[src/sfs_pkg.sv]
// Constants shared by the frame status queue block
`default_nettype none
package sfs_pkg;
  // ----------------------------------------------------------------
  // Sizes
  // ----------------------------------------------------------------
  localparam int unsigned SFS_DEPTH = 10;
  localparam int unsigned SFS_ENTRY_W = 19;
  localparam int unsigned SFS_COUNT_W = 14;
  localparam int unsigned SFS_DATA_W = 8;
  localparam int unsigned SFS_BUF_DEPTH = 2;
  // ----------------------------------------------------------------
  // Read register indices
  // ----------------------------------------------------------------
  localparam logic [3:0] SFS_REG_XFER = 4'h0;
  localparam logic [3:0] SFS_REG_STAT = 4'h1;
  localparam logic [3:0] SFS_REG_VECT = 4'h2;
  localparam logic [3:0] SFS_REG_PEND = 4'h3;
  localparam logic [3:0] SFS_REG_IMG4 = 4'h4;
  localparam logic [3:0] SFS_REG_IMG5 = 4'h5;
  localparam logic [3:0] SFS_REG_LOWER = 4'h6;
  localparam logic [3:0] SFS_REG_UPPER = 4'h7;
  localparam logic [3:0] SFS_REG_RDBK = 4'hf;
  // ----------------------------------------------------------------
  // Field positions, mode codes and reset values
  // ----------------------------------------------------------------
  localparam int unsigned SFS_EN_BIT = 2;
  localparam int unsigned SFS_AVAIL_BIT = 6;
  localparam int unsigned SFS_OVF_BIT = 7;
  localparam logic [1:0] SFS_IE_SPECIAL_ONLY = 2'h3;
  localparam logic SFS_EN_RST = 1'b0;
endpackage
`default_nettype wire

[src/sfs_frame_status_fifo.sv]
// Frame status queue with byte counter, register readback and receive buffer
`default_nettype none
module sfs_frame_status_fifo
  import sfs_pkg::*;
#(
  parameter int unsigned DEPTH = SFS_DEPTH,
  parameter int unsigned DW = SFS_DATA_W
)(
  input wire logic core_clk, // Channel clock
  input wire logic rst_b, // Power-on reset, async, active low
  input wire logic chan_reset, // Channel reset, sync pulse
  input wire logic sdlc_mode, // Channel in SDLC/HDLC mode
  input wire logic feat_wr, // Write strobe of the enable bit
  input wire logic feat_wr_en, // Enable bit value written
  input wire logic [1:0] ie_rx_mode, // Interrupt enable bits 4:3
  input wire logic rx_in_valid, // Received byte valid
  output logic rx_in_ready, // Buffer can take a byte
  input wire logic [DW-1:0] rx_in_data, // Received byte
  input wire logic rx_in_eof, // Byte is last of frame
  input wire logic rx_in_err, // Byte has overrun or parity error
  output logic rx_out_valid, // Byte offered to DMA
  input wire logic rx_out_ready, // DMA takes byte
  output logic [DW-1:0] rx_out_data, // Byte to DMA
  output logic rx_out_eof, // Offered byte ends a frame
  input wire logic err_reset, // Error reset command
  input wire logic frame_end, // Closing flag seen, pulse
  input wire logic frame_abort, // Abort seen, pulse
  input wire logic [2:0] live_residue, // Live residue bits
  input wire logic live_overrun, // Live overrun flag
  input wire logic live_crc_err, // Live CRC error flag
  input wire logic live_all_sent, // Live all-sent flag
  input wire logic live_parity, // Live parity flag
  input wire logic live_eof, // Live end-of-frame flag
  input wire logic [7:0] live_xfer, // Transfer status register
  input wire logic [7:0] live_vector, // Interrupt vector readback
  input wire logic [7:0] live_pending, // Pending interrupt register
  input wire logic rd_strobe, // Register read, pulse
  input wire logic [3:0] rd_addr, // Read register index
  output logic [7:0] rd_data, // Read data, registered
  output logic crc_reset, // CRC checker restart, pulse
  output logic rxd_irq, // Receive-data interrupt, pulse
  output logic special_irq, // Special receive interrupt, pulse
  output logic fifo_active // Queue enabled and in SDLC mode
);

  localparam int unsigned PW = $clog2(DEPTH);
  localparam int unsigned NW = $clog2(DEPTH + 1);
  localparam int unsigned BW = DW + 2;

  // ----------------------------------------------------------------
  // Status queue and byte counter
  // ----------------------------------------------------------------
  logic en_q, en_d;
  logic [SFS_ENTRY_W-1:0] mem_q [DEPTH];
  logic [SFS_ENTRY_W-1:0] mem_d [DEPTH];
  logic [PW-1:0] wp_q, wp_d, rp_q, rp_d;
  logic [NW-1:0] n_q, n_d;
  logic ovf_q, ovf_d, arm_q, arm_d, crc_q, crc_d;
  logic [SFS_COUNT_W-1:0] bcnt_q, bcnt_d;
  logic active, push, push_ok, pop, stat_rd, upper_rd, empty, in_hs;
  logic [SFS_ENTRY_W-1:0] head;

  function automatic logic [PW-1:0] ptr_next(input logic [PW-1:0] p);
    ptr_next = (p == PW'(DEPTH - 1)) ? '0 : p + 1'b1;
  endfunction

  assign active = en_q && sdlc_mode;
  assign fifo_active = active;
  assign empty = (n_q == '0);
  assign head = mem_q[rp_q];
  assign in_hs = rx_in_valid && rx_in_ready;
  assign stat_rd = rd_strobe && (rd_addr == SFS_REG_STAT);
  assign upper_rd = rd_strobe && (rd_addr == SFS_REG_UPPER);
  assign push = active && (frame_end || frame_abort);
  // Pop needs an armed read sequence, so repeated status reads drain one
  assign pop = active && stat_rd && arm_q && !empty;
  assign push_ok = push && ((n_q != NW'(DEPTH)) || pop);

  always_comb
  begin
    en_d = en_q;
    mem_d = mem_q;
    wp_d = wp_q;
    rp_d = rp_q;
    n_d = n_q;
    ovf_d = ovf_q;
    arm_d = arm_q;
    bcnt_d = bcnt_q;
    crc_d = 1'b0;
    if (feat_wr)
    begin
      en_d = feat_wr_en;
    end
    if (in_hs)
    begin
      bcnt_d = bcnt_q + 1'b1;
    end
    if (frame_end || frame_abort)
    begin
      bcnt_d = '0;
      crc_d = 1'b1;
    end
    if (upper_rd && active)
    begin
      arm_d = !empty;
    end
    if (stat_rd)
    begin
      arm_d = 1'b0;
    end
    if (pop)
    begin
      rp_d = ptr_next(rp_q);
    end
    if (push_ok)
    begin
      // Only byte count, residue, overrun and CRC error are kept per frame
      mem_d[wp_q] = {bcnt_q, live_residue, live_overrun, live_crc_err};
      wp_d = ptr_next(wp_q);
    end
    else if (push)
    begin
      ovf_d = 1'b1;
    end
    n_d = n_q + NW'(push_ok) - NW'(pop);
    if (!active)
    begin
      // Disabling, leaving SDLC mode and a channel reset are the only ways software clears the overflow flag
      wp_d = '0;
      rp_d = '0;
      n_d = '0;
      arm_d = 1'b0;
      ovf_d = 1'b0;
    end
    if (chan_reset)
    begin
      en_d = SFS_EN_RST;
      wp_d = '0;
      rp_d = '0;
      n_d = '0;
      arm_d = 1'b0;
      ovf_d = 1'b0;
      bcnt_d = '0;
    end
  end

  always_ff @(posedge core_clk or negedge rst_b)
  begin
    if (!rst_b)
    begin
      en_q <= SFS_EN_RST;
      mem_q <= '{default: '0};
      wp_q <= '0;
      rp_q <= '0;
      n_q <= '0;
      ovf_q <= 1'b0;
      arm_q <= 1'b0;
      bcnt_q <= '0;
      crc_q <= 1'b0;
    end
    else
    begin
      en_q <= en_d;
      mem_q <= mem_d;
      wp_q <= wp_d;
      rp_q <= rp_d;
      n_q <= n_d;
      ovf_q <= ovf_d;
      arm_q <= arm_d;
      bcnt_q <= bcnt_d;
      crc_q <= crc_d;
    end
  end

  assign crc_reset = crc_q;

  // ----------------------------------------------------------------
  // Register readback
  // ----------------------------------------------------------------
  logic [7:0] rd_q, rd_d, stat_byte, upper_byte;
  logic from_fifo;

  assign from_fifo = active && !empty;
  // All-sent and parity always bypass the queue; EOF is live status forced set while the queue holds an entry
  assign stat_byte = {live_eof | from_fifo,
                      from_fifo ? head[0] : live_crc_err,
                      from_fifo ? head[1] : live_overrun,
                      live_parity,
                      from_fifo ? head[4:2] : live_residue,
                      live_all_sent};
  assign upper_byte = {ovf_q, !empty, head[SFS_ENTRY_W-1:SFS_ENTRY_W-6]};

  always_comb
  begin
    rd_d = rd_q;
    if (rd_strobe)
    begin
      case (rd_addr)
        SFS_REG_XFER, SFS_REG_IMG4: rd_d = live_xfer;
        SFS_REG_STAT, SFS_REG_IMG5: rd_d = stat_byte;
        SFS_REG_VECT: rd_d = live_vector;
        SFS_REG_PEND: rd_d = live_pending;
        SFS_REG_LOWER: rd_d = active ? head[12:5] : live_vector;
        SFS_REG_UPPER: rd_d = active ? upper_byte : live_pending;
        SFS_REG_RDBK:
        begin
          rd_d = 8'h00;
          rd_d[SFS_EN_BIT] = en_q;
        end
        default: rd_d = 8'h00;
      endcase
    end
  end

  always_ff @(posedge core_clk or negedge rst_b)
  begin
    if (!rst_b)
    begin
      rd_q <= 8'h00;
    end
    else
    begin
      rd_q <= rd_d;
    end
  end

  assign rd_data = rd_q;

  // ----------------------------------------------------------------
  // Two-entry receive buffer with lock
  // ----------------------------------------------------------------
  logic [BW-1:0] buf_q [SFS_BUF_DEPTH];
  logic [BW-1:0] buf_d [SFS_BUF_DEPTH];
  logic bwp_q, bwp_d, brp_q, brp_d;
  logic [1:0] bn_q, bn_d;
  logic lock_q, lock_d, told_q, told_d, rxi_q, rxi_d, spi_q, spi_d;
  logic anti, out_hs, head_eof, head_err;

  assign anti = active && (ie_rx_mode == SFS_IE_SPECIAL_ONLY);
  assign head_eof = buf_q[brp_q][1];
  assign head_err = buf_q[brp_q][0];
  assign rx_in_ready = (bn_q != 2'(SFS_BUF_DEPTH));
  assign rx_out_valid = (bn_q != 2'h0) && !lock_q;
  assign rx_out_data = buf_q[brp_q][BW-1:2];
  assign rx_out_eof = head_eof;
  assign out_hs = rx_out_valid && rx_out_ready;

  always_comb
  begin
    buf_d = buf_q;
    bwp_d = bwp_q;
    brp_d = brp_q;
    lock_d = err_reset ? 1'b0 : lock_q;
    told_d = told_q;
    rxi_d = 1'b0;
    spi_d = 1'b0;
    if (in_hs)
    begin
      buf_d[bwp_q] = {rx_in_data, rx_in_eof, rx_in_err};
      bwp_d = !bwp_q;
    end
    if (out_hs)
    begin
      brp_d = !brp_q;
      told_d = 1'b0;
      spi_d = head_err;
      // A set in the cycle of the error reset still locks
      if (head_err || (head_eof && !anti))
      begin
        lock_d = 1'b1;
      end
    end
    // In special-only mode, one interrupt per EOF byte reaching the head
    if (anti && (bn_q != 2'h0) && head_eof && !told_q)
    begin
      rxi_d = 1'b1;
      told_d = !out_hs;
    end
    bn_d = bn_q + 2'(in_hs) - 2'(out_hs);
    if (chan_reset)
    begin
      bwp_d = 1'b0;
      brp_d = 1'b0;
      bn_d = 2'h0;
      lock_d = 1'b0;
      told_d = 1'b0;
    end
  end

  always_ff @(posedge core_clk or negedge rst_b)
  begin
    if (!rst_b)
    begin
      buf_q <= '{default: '0};
      bwp_q <= 1'b0;
      brp_q <= 1'b0;
      bn_q <= 2'h0;
      lock_q <= 1'b0;
      told_q <= 1'b0;
      rxi_q <= 1'b0;
      spi_q <= 1'b0;
    end
    else
    begin
      buf_q <= buf_d;
      bwp_q <= bwp_d;
      brp_q <= brp_d;
      bn_q <= bn_d;
      lock_q <= lock_d;
      told_q <= told_d;
      rxi_q <= rxi_d;
      spi_q <= spi_d;
    end
  end

  assign rxd_irq = rxi_q;
  assign special_irq = spi_q;
endmodule
`default_nettype wire

[config.mk]
export PLATFORM = sky130hd
export DESIGN_NAME = sfs_frame_status_fifo
export DESIGN_NICKNAME = d
export VERILOG_FILES = /design/src/sfs_pkg.sv /design/src/sfs_frame_status_fifo.sv
export SDC_FILE = /design/constraint.sdc
export NUM_CORES = 1
export LEC_CHECK = 0
export ABC_AREA = 1
export BUFFER_PORTS_ARGS = -buffer_cell sky130_fd_sc_hd__buf_2
export CAP_MARGIN = 30
export CORE_UTILIZATION = 45
export DETAILED_ROUTE_END_ITERATION = 10
export PLACE_DENSITY = 0.66
export SYNTH_ARGS = -nofsm -noshare
export SYNTH_HDL_FRONTEND = slang
export SYNTH_SLANG_ARGS = --single-unit
export TNS_END_PERCENT = 30
[constraint.sdc]
create_clock -name core_clk -period 7.2 [get_ports core_clk]
set_clock_uncertainty 0.1 [all_clocks]
set_input_delay 0.72 -clock core_clk [delete_from_list [all_inputs] [get_ports core_clk]]
set_output_delay 0.72 -clock core_clk [all_outputs]
set_load 0.05 [all_outputs]
==> impl_metrics.json <==
{
  "synth_seq_cells": 256,
  "power_switching_w": 0.000988,
  "cp.depth": 11,
  "wl_um": 33700,
  "cp_slowest_stage_delay_ns": 0.65,
  "maxSlewViolCount": 0,
  "first_pass_iters": 5,
  "tritoncts": "done",
  "layout_commonest_cell": "nand2_1",
  "cp_top_family": "buffers and inverters",
  "end_kind": "flop",
  "drtIter0Drc": 1064,
  "crit_type": "flop to flop",
  "status": "completed",
  "peakVddDrop_uv": 268,
  "track_usage_pct": 23.9,
  "yosys_warnings": 0,
  "cts-resized-gates": 0,
  "fin_nets": 1775,
  "min_path_type": "input pin to asynchronous set/reset pin",
  "rows": 61,
  "dieArea_mm2": 0.0292,
  "area_growth_pct": 12.1,
  "syn_inst": 1671,
  "rsz0062_at_grt": "false",
  "finalNonFillerCells": 2103,
  "initial_core_util_pct": 45.9,
  "layout_common_cells": "nand2_1, dfrtp_1, o21ai_0",
  "avgViaCountPerCell": 5.15,
  "gp_congestion": 0.858,
  "clk_pin_slew_worst_paths_ns": 0.06,
  "grt_pass1_wl_um": 54500,
  "postSynthAreaPerCell_um2": 7.67,
  "path_cells": "buf_4 > inv_1 > buf_4 > nand3_1 > a211oi_1 > nor2_1 > nand2_1 > nand2_1 > nand3_1 > nand2_1 > nand2_1",
  "post_cts_buffers": 0,
  "period_needed_ns": 3.35,
  "core_mm2": 0.0279,
  "start_kind": "flop",
  "tightest_slew_ns": 0.952,
  "cts-htree-levels": 1,
  "path_common_cell": "nand2_1",
  "die_w_um": 171,
  "insertion_delay_ns": 0.54,
  "r2r.worst_path.cells": 11,
  "power_density_mw_per_mm2": 248,
  "crit_required_ns": 7.58,
  "root_buffer": "clkbuf_16",
  "synth_area_mm2": 0.0128,
  "fin_crit_sh_pct": 46.6,
  "cp_max_fo": 22,
  "drc": 0,
  "place_hpwl_um": 20500,
  "worst_ep_arrival_time_ns": 3.73,
  "dp.cells": 2051,
  "drive_gt1_share_pct": 10.5,
  "n_antenna_cell": 0,
  "num_vias": 10800,
  "die_h_um": 171,
  "power_frac_seq_pct": 43.8,
  "crit_buf_inv": 3,
  "drv_cap": 0,
  "cp_slowest_cell": "nand3_1",
  "swShare_pct": 27.7,
  "synth_cell_type_count": 42,
  "grt_pass1_vias": 10000,
  "postRouteAntennaNets": 0,
  "combPwrFrac_pct": 13.6,
  "grt_max_degree": 156,
  "wl_per_cell_um": 16.0,
  "cts_max_path_buffers": 3,
  "syn-num-nets": 1743,
  "port_buffers": 82,
  "p_clk_share_pct": 42.6,
  "setup_viol": 0,
  "numClockSinks": 256,
  "report.final.hold_viol_count": 0,
  "fmax_mhz": 298,
  "ios": 83,
  "r2r_slack_ns": 3.85,
  "cts_made_buffers": 28,
  "relSlewSlack_pct": 36.1,
  "internal_power_w": 0.00258,
  "power_leakage_nw": 6.93,
  "cts_hold_buf": 0,
  "setup_tns_ns": 0,
  "yosysSeqAreaShare_pct": 50.0,
  "antenna_found_initial": 0,
  "overflow": 0
}
[sequential cells by signal (all words and copies together), names as in the netlist]
signal / flops
n_q: 4
bcnt_q: 14
brp_q: 1
bn_q: 2
en_q: 1
rd_data: 8
told_q: 1
buf_q: 20
bwp_q: 1
crc_reset: 1
mem_q: 190
arm_q: 1
wp_q: 4
ovf_q: 1
lock_q: 1
rxd_irq: 1
rp_q: 4
special_irq: 1
[worst reg2reg max path, delay by kind of cell (launching register included)]
family,cells,cell delay [ns]
AOI/OAI and AO/OA,1,0.51
buffers and inverters,3,1.18
DFF,1,0.36
and+or+nand+nor,7,1.15
[cell usage after synthesis]
master / count / area, um^2
nor2_4: 3 / 33.8
buf_1: 6 / 22.5
fa_1: 1 / 20.0
a22oi_1: 1 / 7.51
buf_2: 25 / 125
nand2_2: 1 / 6.26
a21o_1: 1 / 7.51
clkinv_1: 2 / 7.51
buf_6: 3 / 33.8
inv_1: 163 / 612
o21ai_0: 238 / 1190
nor2_2: 1 / 6.26
nand4_4: 1 / 21.3
nand2_8: 2 / 40.0
a21boi_0: 1 / 7.51
o211ai_1: 3 / 22.5
xnor2_1: 2 / 17.5
dfrtp_1: 256 / 6410
nand2_4: 8 / 90.1
a2111oi_0: 1 / 8.76
a21oi_1: 32 / 160
nand4_1: 3 / 18.8
o211a_1: 1 / 10.0
nand2_1: 514 / 1930
nand3_4: 1 / 17.5
clkbuf_1: 39 / 146
clkbuf_2: 13 / 65.1
buf_4: 2 / 15.0
a211oi_1: 14 / 105
o2bb2ai_1: 2 / 17.5
inv_2: 3 / 11.3
o21ai_2: 18 / 158
o22ai_1: 2 / 12.5
buf_12: 1 / 20.0
xor2_1: 2 / 17.5
o21ai_1: 14 / 70.1
nand3_1: 113 / 566
inv_12: 1 / 16.3
nor4_1: 1 / 6.26
nor3_1: 7 / 35.0
ha_1: 11 / 138
nor2_1: 158 / 593
[logic make-up after synthesis]
family,Yosys count,synth area share [%]
xor gates and xnor gates,4,0.273
and+or+nand+nor,813,26.2
AOI/OAI and AO/OA,328,13.9
buffers and inverters,258,8.39
DFF,256,50.0
adders and majority gates,12,1.23
[per-layer routing]
metal  wire length, um  vias up  GRT usage (%)
li1                  -     5377              -
met1             15400     5140           33.0
met2             15700      267           39.2
met3              1910       47           3.42
met4               760        0           6.23
met5                 0        -              0
[through the flow]
step | instance area, um^2 | power, W | setup WS (ns) | hold WS (ns) | util, %
after floorplan | 12800 | 0.00193 | 4.54 | 0.302 | -
after global placement | 13400 | 0.00207 | 3.67 | 0.317 | 47.9
after detailed placement | 13400 | 0.00208 | 3.62 | 0.313 | 47.9
after CTS | 14400 | 0.00361 | 3.84 | 0.147 | 51.4
after global routing | 14400 | 0.00372 | 3.64 | 0.188 | 51.4
final | 14400 | 0.00357 | 3.85 | 0.110 | 51.4
[power by group through the flow]
stage | clock, W | combinational [W] | sequential (W)
2_1_floorplan | 0 | 0.000330 | 0.00160
3_5_place_dp | 0 | 0.000489 | 0.00159
5_1_grt | 0.00161 | 0.000540 | 0.00157
6_report | 0.00152 | 0.000485 | 0.00156
3_3_place_gp | 0 | 0.000483 | 0.00159
4_1_cts | 0.00156 | 0.000491 | 0.00156
[final timing paths]
check,startpoint,to
max in group asynchronous,rst_b,rp_q[0]
hold / removal,rst_b,mem_q[102]
min in group core_clk,feat_wr,en_q
setup / recovery,rp_q[2],rd_data[0]
hold reg to reg,told_q,rxd_irq
setup reg to reg,rp_q[2],rd_data[0]
[area by class of cell]
type | instances | area, um^2
clock buffer | 43 | 878
clock inverter | 9 | 123
fill | 2744 | 13600
inverter | 169 | 647
multi-input combinational | 1157 | 5340
sequential | 256 | 6410
tap | 378 | 473
timing repair buffer | 91 | 500
Power figures use the tool's default switching activity.
